### src/rtl/decode_pkg.sv
// Package: opcode map, APB register map and carrier types for the
// instruction decode block.
// Assumes a 10-bit instruction word and a 32-bit APB register bus.
package decode_pkg;

    localparam int WORD_W = 10;
    localparam int NIB_W  = 4;

    // Single-word opcodes: bits 9..4 column, bits 3..0 row
    localparam logic [9:0] OP_NOP    = 10'h000;
    localparam logic [9:0] OP_CLKPD  = 10'h002;
    localparam logic [9:0] OP_PFLAG  = 10'h003;
    localparam logic [9:0] OP_RAMPD  = 10'h008;
    localparam logic [9:0] OP_BANKLO = 10'h040;
    localparam logic [9:0] OP_BANKHI = 10'h041;
    localparam logic [9:0] OP_PDARM  = 10'h05B;
    localparam logic [9:0] OP_WQ1    = 10'h204;
    localparam logic [9:0] OP_WQ2    = 10'h205;
    localparam logic [9:0] OP_WQ3    = 10'h206;
    localparam logic [9:0] OP_WCMP   = 10'h239;
    localparam logic [9:0] OP_RQ1    = 10'h244;
    localparam logic [9:0] OP_RQ2    = 10'h245;
    localparam logic [9:0] OP_RQ3    = 10'h246;
    localparam logic [9:0] OP_RLOW2  = 10'h249;
    localparam logic [9:0] OP_RHIMID = 10'h279;
    localparam logic [9:0] OP_CDONE  = 10'h287;
    localparam logic [9:0] OP_VDARM  = 10'h293;
    localparam logic [9:0] OP_WDARM  = 10'h29C;
    localparam logic [9:0] OP_CSTART = 10'h29F;
    localparam logic [9:0] OP_WDRST  = 10'h2A0;

    // Two-word first words
    localparam logic [9:0] OP_IJMP   = 10'h010;
    localparam logic [9:0] OP_PBIT   = 10'h024;
    localparam logic [9:0] OP_CMPI   = 10'h025;
    localparam logic [9:0] OP_ICALL  = 10'h030;
    localparam logic [4:0] COL_LCALL = 5'h06;
    localparam logic [4:0] COL_LJMP  = 5'h07;

    // Lookup page columns 08..0B, page in low 6 bits
    localparam logic [3:0] COL_LOOKUP = 4'h2;

    // Second-word fixed fields
    localparam logic [5:0] SEC_CMPI_HI = 6'h07;
    localparam logic [9:0] SEC_PBIT    = 10'h02B;

    // Converter control 1 bit 3 selects comparator mode
    localparam int CMP_MODE_BIT = 3;
    // Interrupt control bit 2 turns skip_on_conversion_done into a no-op
    localparam int CONV_IRQ_BIT = 2;

    // APB register map, byte addresses
    localparam logic [7:0] ADDR_ACC    = 8'h00;
    localparam logic [7:0] ADDR_CONV   = 8'h04;
    localparam logic [7:0] ADDR_IRQ    = 8'h08;
    localparam logic [7:0] ADDR_STATUS = 8'h0C;
    localparam logic [7:0] ADDR_CMP    = 8'h10;

    // Status bit positions
    localparam int ST_CDONE  = 0;
    localparam int ST_WDF    = 1;
    localparam int ST_WDRUN  = 2;
    localparam int ST_BANK   = 3;
    localparam int ST_VDARM  = 4;
    localparam int ST_FMTERR = 5;
    localparam int ST_PDARM  = 6;
    localparam int ST_PDCLK  = 7;
    localparam int ST_PDRAM  = 8;

    localparam logic [3:0] NIB_RST = 4'h0;

    typedef enum logic [1:0] {PD_RUN, PD_CLOCK, PD_RAM} pd_mode_t;

    typedef struct packed {
        logic              valid;
        logic              skip;
        logic [WORD_W-1:0] first;
        logic [WORD_W-1:0] second;
    } exec_t;

endpackage

### src/rtl/cpu_instruction_decode.sv
// Instruction decode and execute for converter, power-down, watchdog,
// lookup-bank and voltage-drop instructions of a 4-bit CPU core.
// Assumes program memory presents one word per INSTR_VALID cycle, and
// that the datapath outside runs the remaining instruction classes.
//
// The implementer's own choices: register access over APB and the register offsets.
module cpu_instruction_decode
    import decode_pkg::*;
(
    input  wire logic              CLK,
    input  wire logic              SYS_RST,
    input  wire logic              PSEL,
    input  wire logic              PENABLE,
    input  wire logic              PWRITE,
    input  wire logic [7:0]        PADDR,
    input  wire logic [31:0]       PWDATA,
    output logic [31:0]            PRDATA,
    output logic                   PREADY,
    output logic                   PSLVERR,
    input  wire logic              INSTR_VALID,
    input  wire logic [WORD_W-1:0] INSTR_WORD,
    output logic                   INSTR_READY,
    input  wire logic [9:0]        CONV_RESULT,
    input  wire logic              CONV_DONE_SET,
    input  wire logic              WDT_TIMEOUT_SET,
    input  wire logic              POWER_FLAG,
    input  wire logic              VOLTAGE_DROP_PIN_GATE,
    input  wire logic              WAKE,
    output exec_t                  EXEC,
    output logic                   CONV_START,
    output logic                   CONV_COMPARE,
    output logic [7:0]             COMPARE_VALUE,
    output logic [11:0]            CONV_CTRL,
    output logic                   LOOKUP_STROBE,
    output logic [6:0]             LOOKUP_PAGE,
    output logic                   WDT_RUN,
    output pd_mode_t               PD_MODE,
    output logic                   VDROP_DETECT_EN
);

    typedef enum logic {ST_FIRST, ST_SECOND} fetch_t;

    fetch_t            fetch_reg;
    logic              drop_reg;
    logic              skip_reg;
    logic [WORD_W-1:0] first_reg;
    logic [3:0]        acc_reg;
    logic [3:0]        b_reg;
    logic [3:0]        q1_reg;
    logic [3:0]        q2_reg;
    logic [3:0]        q3_reg;
    logic [3:0]        irq_reg;
    logic [7:0]        cmp_reg;
    logic              cdone_reg;
    logic              wdf_reg;
    logic              wdrun_reg;
    logic              wdarm_reg;
    logic              pdarm_reg;
    logic              bank_reg;
    logic              vdarm_reg;
    logic              fmterr_reg;
    pd_mode_t          pd_reg;

    function automatic logic is_two_word(input logic [WORD_W-1:0] w);
        logic [5:0] col;
        col = w[9:4];
        is_two_word = (w == OP_IJMP) || (w == OP_ICALL)
            || (w == OP_PBIT) || (w == OP_CMPI)
            || (col[5:1] == COL_LCALL) || (col[5:1] == COL_LJMP);
    endfunction

    // Second-word legality per first-word class
    function automatic logic second_ok(input logic [WORD_W-1:0] f,
                                       input logic [WORD_W-1:0] s);
        logic ok;
        ok = 1'b1;
        if (f == OP_IJMP || f == OP_ICALL)
            ok = s[9] && (s[5:4] == 2'b00);
        else if (f == OP_CMPI)
            ok = (s[9:4] == SEC_CMPI_HI);
        else if (f == OP_PBIT)
            ok = (s == SEC_PBIT);
        else
            ok = s[9];
        second_ok = ok;
    endfunction

    logic              first_slot;
    logic              two_word_in;
    logic              exec_one;
    logic              exec_two;
    logic              go;
    logic [WORD_W-1:0] op;
    logic [WORD_W-1:0] sec;
    logic              word_taken;

    assign INSTR_READY = 1'b1;
    assign word_taken  = INSTR_VALID;
    assign first_slot  = INSTR_VALID && (fetch_reg == ST_FIRST);
    assign two_word_in = is_two_word(INSTR_WORD);
    assign exec_one    = first_slot && !skip_reg && !two_word_in;
    assign exec_two    = INSTR_VALID && (fetch_reg == ST_SECOND)
                         && !drop_reg;
    assign go          = exec_one || exec_two;
    assign op          = exec_two ? first_reg : INSTR_WORD;
    assign sec         = exec_two ? INSTR_WORD : 10'h000;

    always_ff @(posedge CLK or posedge SYS_RST)
    begin
        if (SYS_RST)
        begin
            fetch_reg <= ST_FIRST;
            drop_reg  <= 1'b0;
            first_reg <= 10'h000;
        end
        else if (first_slot && two_word_in)
        begin
            fetch_reg <= ST_SECOND;
            drop_reg  <= skip_reg;
            first_reg <= INSTR_WORD;
        end
        else if (INSTR_VALID)
        begin
            fetch_reg <= ST_FIRST;
            drop_reg  <= 1'b0;
        end
    end

    // Skip decision for the executing instruction
    logic skip_now;
    always_comb
    begin
        skip_now = 1'b0;
        if (go)
        begin
            if (op == OP_CDONE)
                skip_now = !irq_reg[CONV_IRQ_BIT] && cdone_reg;
            else if (op == OP_PFLAG)
                skip_now = POWER_FLAG;
            else if (op == OP_WDRST)
                skip_now = wdf_reg;
            else if (op == OP_CMPI)
                skip_now = (acc_reg == sec[3:0]);
        end
    end

    // Skipped instruction is consumed whole, both words if two
    always_ff @(posedge CLK or posedge SYS_RST)
    begin
        if (SYS_RST)
            skip_reg <= 1'b0;
        else if (go)
            skip_reg <= skip_now;
        else if (first_slot)
            skip_reg <= 1'b0;
    end

    always_ff @(posedge CLK or posedge SYS_RST)
    begin
        if (SYS_RST)
            EXEC <= '0;
        else
        begin
            EXEC.valid  <= go;
            EXEC.skip   <= skip_now;
            EXEC.first  <= go ? op : EXEC.first;
            EXEC.second <= go ? sec : EXEC.second;
        end
    end

    // APB access phase, zero wait states
    logic apb_wr;
    logic addr_ok;
    assign apb_wr  = PSEL && PENABLE && PWRITE;
    assign addr_ok = (PADDR == ADDR_ACC) || (PADDR == ADDR_CONV)
                     || (PADDR == ADDR_IRQ) || (PADDR == ADDR_STATUS)
                     || (PADDR == ADDR_CMP);
    assign PREADY  = 1'b1;
    assign PSLVERR = PSEL && PENABLE && !addr_ok;

    always_ff @(posedge CLK or posedge SYS_RST)
    begin
        if (SYS_RST)
            fmterr_reg <= 1'b0;
        else if (exec_two && !second_ok(first_reg, INSTR_WORD))
            fmterr_reg <= 1'b1;
        else if (apb_wr && PADDR == ADDR_STATUS && PWDATA[ST_FMTERR])
            fmterr_reg <= 1'b0;
    end

    // Accumulator and B, converter transfers
    always_ff @(posedge CLK or posedge SYS_RST)
    begin
        if (SYS_RST)
        begin
            acc_reg <= NIB_RST;
            b_reg   <= NIB_RST;
        end
        else if (go && op == OP_RHIMID)
        begin
            if (q1_reg[CMP_MODE_BIT])
            begin
                b_reg   <= CONV_RESULT[7:4];
                acc_reg <= CONV_RESULT[3:0];
            end
            else
            begin
                b_reg   <= CONV_RESULT[9:6];
                acc_reg <= CONV_RESULT[5:2];
            end
        end
        else if (go && op == OP_RLOW2)
            acc_reg <= {CONV_RESULT[1:0], 2'b00};
        else if (go && op == OP_RQ1)
            acc_reg <= q1_reg;
        else if (go && op == OP_RQ2)
            acc_reg <= q2_reg;
        else if (go && op == OP_RQ3)
            acc_reg <= q3_reg;
        else if (apb_wr && PADDR == ADDR_ACC)
        begin
            acc_reg <= PWDATA[3:0];
            b_reg   <= PWDATA[7:4];
        end
    end

    always_ff @(posedge CLK or posedge SYS_RST)
    begin
        if (SYS_RST)
        begin
            q1_reg <= NIB_RST;
            q2_reg <= NIB_RST;
            q3_reg <= NIB_RST;
        end
        else if (go && op == OP_WQ1)
            q1_reg <= acc_reg;
        else if (go && op == OP_WQ2)
            q2_reg <= acc_reg;
        else if (go && op == OP_WQ3)
            q3_reg <= acc_reg;
        else if (apb_wr && PADDR == ADDR_CONV)
        begin
            q1_reg <= PWDATA[3:0];
            q2_reg <= PWDATA[7:4];
            q3_reg <= PWDATA[11:8];
        end
    end

    always_ff @(posedge CLK or posedge SYS_RST)
    begin
        if (SYS_RST)
            irq_reg <= NIB_RST;
        else if (apb_wr && PADDR == ADDR_IRQ)
            irq_reg <= PWDATA[3:0];
    end

    always_ff @(posedge CLK or posedge SYS_RST)
    begin
        if (SYS_RST)
            cmp_reg <= 8'h00;
        else if (go && op == OP_WCMP && q1_reg[CMP_MODE_BIT])
            cmp_reg <= {b_reg, acc_reg};
    end

    // Set wins so a completion landing on the clear is kept
    always_ff @(posedge CLK or posedge SYS_RST)
    begin
        if (SYS_RST)
            cdone_reg <= 1'b0;
        else if (CONV_DONE_SET)
            cdone_reg <= 1'b1;
        else if (go && op == OP_CSTART)
            cdone_reg <= 1'b0;
        else if (go && op == OP_CDONE && skip_now)
            cdone_reg <= 1'b0;
        else if (apb_wr && PADDR == ADDR_STATUS && PWDATA[ST_CDONE])
            cdone_reg <= 1'b0;
    end

    always_ff @(posedge CLK or posedge SYS_RST)
    begin
        if (SYS_RST)
        begin
            CONV_START   <= 1'b0;
            CONV_COMPARE <= 1'b0;
        end
        else
        begin
            CONV_START   <= go && (op == OP_CSTART);
            CONV_COMPARE <= q1_reg[CMP_MODE_BIT];
        end
    end

    // flag clear after skip, timeout set wins
    always_ff @(posedge CLK or posedge SYS_RST)
    begin
        if (SYS_RST)
            wdf_reg <= 1'b0;
        else if (WDT_TIMEOUT_SET)
            wdf_reg <= 1'b1;
        else if (go && op == OP_WDRST && skip_now)
            wdf_reg <= 1'b0;
        else if (apb_wr && PADDR == ADDR_STATUS && PWDATA[ST_WDF])
            wdf_reg <= 1'b0;
    end

    // stop needs restart right after stop-arm
    always_ff @(posedge CLK or posedge SYS_RST)
    begin
        if (SYS_RST)
        begin
            wdarm_reg <= 1'b0;
            wdrun_reg <= 1'b1;
        end
        else if (word_taken && fetch_reg == ST_FIRST)
        begin
            wdarm_reg <= exec_one && (op == OP_WDARM);
            if (exec_one && op == OP_WDRST && wdarm_reg)
                wdrun_reg <= 1'b0;
        end
    end

    always_ff @(posedge CLK or posedge SYS_RST)
    begin
        if (SYS_RST)
            pdarm_reg <= 1'b0;
        else if (word_taken && fetch_reg == ST_FIRST)
            pdarm_reg <= exec_one && (op == OP_PDARM);
    end

    // Power-down entry; WAKE returns to run
    always_ff @(posedge CLK or posedge SYS_RST)
    begin
        if (SYS_RST)
            pd_reg <= PD_RUN;
        else if (WAKE)
            pd_reg <= PD_RUN;
        else if (exec_one && op == OP_CLKPD && pdarm_reg)
            pd_reg <= PD_CLOCK;
        else if (exec_one && op == OP_RAMPD && pdarm_reg)
            pd_reg <= PD_RAM;
    end

    always_ff @(posedge CLK or posedge SYS_RST)
    begin
        if (SYS_RST)
            bank_reg <= 1'b0;
        else if (go && op == OP_BANKLO)
            bank_reg <= 1'b0;
        else if (go && op == OP_BANKHI)
            bank_reg <= 1'b1;
    end

    // Page columns 08..0B carry the 6-bit page
    always_ff @(posedge CLK or posedge SYS_RST)
    begin
        if (SYS_RST)
        begin
            LOOKUP_STROBE <= 1'b0;
            LOOKUP_PAGE   <= 7'h00;
        end
        else
        begin
            LOOKUP_STROBE <= go && (op[9:6] == COL_LOOKUP);
            if (go && op[9:6] == COL_LOOKUP)
                LOOKUP_PAGE <= {bank_reg, op[5:0]};
        end
    end

    // Arm latches; detector only live in power-down with pin high
    always_ff @(posedge CLK or posedge SYS_RST)
    begin
        if (SYS_RST)
            vdarm_reg <= 1'b0;
        else if (go && op == OP_VDARM)
            vdarm_reg <= 1'b1;
    end

    always_ff @(posedge CLK or posedge SYS_RST)
    begin
        if (SYS_RST)
            VDROP_DETECT_EN <= 1'b0;
        else
            VDROP_DETECT_EN <= vdarm_reg && (pd_reg != PD_RUN)
                               && VOLTAGE_DROP_PIN_GATE;
    end

    assign COMPARE_VALUE = cmp_reg;
    assign CONV_CTRL     = {q3_reg, q2_reg, q1_reg};
    assign WDT_RUN       = wdrun_reg;
    assign PD_MODE       = pd_reg;

    logic [31:0] status;
    always_comb
    begin
        status             = 32'h0000_0000;
        status[ST_CDONE]   = cdone_reg;
        status[ST_WDF]     = wdf_reg;
        status[ST_WDRUN]   = wdrun_reg;
        status[ST_BANK]    = bank_reg;
        status[ST_VDARM]   = vdarm_reg;
        status[ST_FMTERR]  = fmterr_reg;
        status[ST_PDARM]   = pdarm_reg;
        status[ST_PDCLK]   = (pd_reg == PD_CLOCK);
        status[ST_PDRAM]   = (pd_reg == PD_RAM);
    end

    // Read data registered at the setup-phase edge
    always_ff @(posedge CLK or posedge SYS_RST)
    begin
        if (SYS_RST)
            PRDATA <= 32'h0000_0000;
        else if (PSEL && !PENABLE && !PWRITE)
        begin
            unique case (PADDR)
                ADDR_ACC:    PRDATA <= {24'h00_0000, b_reg, acc_reg};
                ADDR_CONV:   PRDATA <= {20'h0_0000, CONV_CTRL};
                ADDR_IRQ:    PRDATA <= {28'h000_0000, irq_reg};
                ADDR_STATUS: PRDATA <= status;
                ADDR_CMP:    PRDATA <= {24'h00_0000, cmp_reg};
                default:     PRDATA <= 32'h0000_0000;
            endcase
        end
    end


endmodule

### config.mk
export PLATFORM = sky130hd
export DESIGN_NAME = cpu_instruction_decode
export DESIGN_NICKNAME = d
export VERILOG_FILES = /design/src/rtl/decode_pkg.sv /design/src/rtl/cpu_instruction_decode.sv
export SDC_FILE = /design/constraint.sdc
export NUM_CORES = 1
export LEC_CHECK = 0
export BUFFER_PORTS_ARGS = -buffer_cell sky130_fd_sc_hd__buf_2
export CORE_MARGIN = 3
export CORE_UTILIZATION = 50
export CTS_CLUSTER_SIZE = 20
export DETAILED_ROUTE_END_ITERATION = 12
export PLACE_DENSITY = 0.75
export RECOVER_POWER = 100
export SLEW_MARGIN = 20
export SYNTH_ARGS = -nofsm -noshare
export SYNTH_HDL_FRONTEND = slang
export SYNTH_SLANG_ARGS = --single-unit
### constraint.sdc
create_clock -name CLK -period 6.85 [get_ports CLK]
set_input_delay 0.3425 -clock CLK [delete_from_list [all_inputs] [get_ports CLK]]
set_output_delay 0.3425 -clock CLK [all_outputs]
set_load 0.02 [all_outputs]
==> flow_summary.toml <==
[place]
dp_slack_ns = 3.864
port_buffers = 119
dpl.hpwl_um = 13570
dp_cells = 875
gp_congestion = 0.9595
post_dp_cell_area_um2 = 6529

[global_routing]
grt_use_total_pct = 28.07
grt.met1_usage_pct = 40.13
antenna_found_initial = 0
use_met3_pct = 5.947
grt-ovfl-total = 0
grt_pass1_wl_um = 28820
grtUsageMet2_pct = 43.25
grt-busiest-layer = "met2"
grt_pass1_vias = 5153
grt_max_degree = 67

[detailed_routing]
drc = 0
wire_per_inst_um = 20.76
via_per_inst = 6.114
routed-via-count = 5448
drtIter0Drc = 694
drt_first_pass_iters = 5
drt_wl_total_um = 18500
postRouteAntennaNets = 0

[floorplan]
die_area_um2 = 13310
pin_count = 162
fp.dieH_um = 115.4
core_um2 = 11560
rows = 39
start_util_pct = 51.70
die_w_um = 115.4

[timing]
setup_viol = 0
layout_setup_ws_ns = 2.389
period_minus_slack_ns = 4.461
finalHoldViolCount = 0
drv_slew = 93
setup-tns-final_ns = 0
rsz0062_at_grt = "no"
whs_ns = 0.1551
finClkSkew_ns = 0.006789
finalCritPeriodShare_pct = 65.13
tightestPinTransition_ns = 2.480
slew_headroom_pct = -65.36
fmax_mhz = 224.2

[power]
power_mw = 1.573
ir_worst_vdd_mv = 0.1102
leakagePower_nw = 2.881
cellPowerDensity_nw_per_um2 = 234.1

[final_layout]
fin_nets = 814
fill_cells = 1072
area_growth_pct = 12.35
diodes = 0
stdcell_count = 891
fin_area_um2 = 6718
largest_reg_flops = 22
fin_util_pct = 58.09
layout-drive-gt1-share_pct = 16.58

[yosys]
ys_seq_area_share_pct = 41.87
synth_cell_type_count = 78
syn_area_per_cell_um2 = 9.157
postSynth.asyncResetShare_pct = 100.0
yosysWarnings = 0
ys_seq_elements = 100
synth_edf_count = 0
syn_area_um2 = 5979
syn_inst = 653
synth_ff_type = "dfrtp_1"

[clock_tree]
clkLatencyLatePin_ns = 0.35
postCtsSetupRepairBufs = 0
clock-sinks = 100
cts_resized = 0
htreeDepth = 3
cts_buffers = 9
root_buffer = "clkbuf_16"
cts_tree = "yes"
ctsHoldBuffers = 0
cts.path.max_buffers = 2
cts.clk_slew.worst_paths_ns = 0.07

[worst_setup_path]
cpPeakStageDelay_ns = 1.75
path_max_fanout = 56
required_ns = 7.08
cp_data_arrival_time_ns = 4.70
slowest_stage = "clkbuf_1"
endpoint_kind = "flop"
startpoint_type = "flop"
worstPathCellList = "nand3b_1 > clkbuf_1 > a21boi_1 > a2111oi_4 > nor3_1 > nor2_1 > mux2_2"
criticalPathCategory = "reg2reg"

[flow_run]
drv_cap = 2

[status]
failed_checks = "capacitance limit, slew limit"
status = "finished, violations left"

[hold_path]
hp-class = "in2reg"
## synth_stat cells (all sizes together) (3+ instances only)
cell,number,area [µm²]
a22oi,10,75.07
o211ai,3,22.52
nor4,5,65.07
nor2b,8,50.05
dfrtp,99,2477
nand3,23,125.1
a31o,4,35.04
and3,3,18.77
inv,22,82.58
nand3b,4,30.03
or3,3,18.77
o31ai,3,22.52
o21bai,3,22.52
nor4b,4,65.07
nand2,77,291.5
nor3,10,50.05
or4,7,56.30
a31oi,21,152.6
buf,37,236.5
o41ai,4,42.55
nor2,63,244.0
mux2,40,450.4
nand4,8,50.05
and2,4,25.02
a32oi,4,35.03
a222oi,4,40.04
mux2i,19,190.2
o21ai,43,215.2
a21oi,30,153.9
o22ai,7,43.79
nor3b,8,60.06
clkbuf,27,101.4
nand2b,10,62.56
## layout by cell type (no fill, tap or decap), drive strengths merged, types with 3 or more instances in the layout
cell	netlist	final
dfrtp	99	99
clkbuf	27	84
nand2	77	77
nor2	63	63
buf	37	51
o21ai	43	43
mux2	40	40
a21oi	30	30
nand3	23	23
conb	2	22
inv	22	21
a31oi	21	21
mux2i	19	19
nor3	10	10
nand2b	10	10
a22oi	10	10
nor2b	8	8
nand4	8	8
nor3b	8	8
or4	7	7
o22ai	7	7
nor4	5	5
nand3b	4	4
a32oi	4	4
a222oi	4	4
nor4b	4	4
o41ai	4	4
a31o	4	4
and2	4	4
and3	3	3
o21bai	3	3
o31ai	3	3
or3	3	3
o211ai	3	3
## final cells by class
class	instances	area [µm²]	area share [%]
multi-input combinational	487	3100	46.15
sequential	100	2504	37.27
timing repair buffer	123	530.5	7.897
clock buffer	12	246.5	3.669
tap	143	178.9	2.663
inverter	22	83.83	1.248
clock inverter	4	73.82	1.099
## final timing paths
kind | from | end | slack, ns | cells past startpoint
worst min register to register | wdarm_reg$_DFFE_PP0P_ | WDT_RUN$_DFFE_PP1P_ | 0.42 | 1
worst min-delay path | WAKE | PD_MODE[0]$_DFFE_PP0P_ | 0.16 | 2
max in group asynchronous | SYS_RST | CONV_COMPARE$_DFF_PP0_ | 5.02 | 3
worst max register to register | fetch_reg$_DFFE_PP0P_ | b_reg[3]$_DFFE_PP0P_ | 2.39 | 7
min in group asynchronous | SYS_RST | EXEC[1]$_DFFE_PP0P_ | 0.35 | 2
worst max-delay path | fetch_reg$_DFFE_PP0P_ | b_reg[3]$_DFFE_PP0P_ | 2.39 | 7
## routing by layer
| metal | up-vias | wire, µm |
|---|---|---|
| met4 | 0 | 325 |
| met1 | 2630 | 8068 |
| li1 | 2492 | - |
| met2 | 290 | 8497 |
| met5 | - | 0 |
| met3 | 36 | 1607 |
## logic make-up (layout without fill, tap and decap cells)
family	count (synthesis)	count (layout)	synth area share, %
compound gates	156	156	18.04
xor+xnor	2	2	0.2930
buf+inv	86	161	7.031
flops	100	100	41.87
mux	59	59	10.71
other cells	2	22	0.1256
simple gates	248	248	21.93
## critical path: cells and delay by family, from the launching register on
family / cells / cell delay [ns]
buffers and inverters: 1 / 1.75
AO/OA/AOI/OAI: 2 / 1.35
AND/OR/NAND/NOR: 3 / 0.46
multiplexers: 1 / 0.37
flip-flops: 1 / 0.40
## power by group
group / leakage (nW) / switching, mW / internal (mW)
logic: 1.42 / 0.199 / 0.0970
registers: 1.30 / 0.0781 / 0.646
clock network: 0.157 / 0.222 / 0.331
total: 2.88 / 0.499 / 1.07
Note: power is estimated with default switching activity, not from simulation.
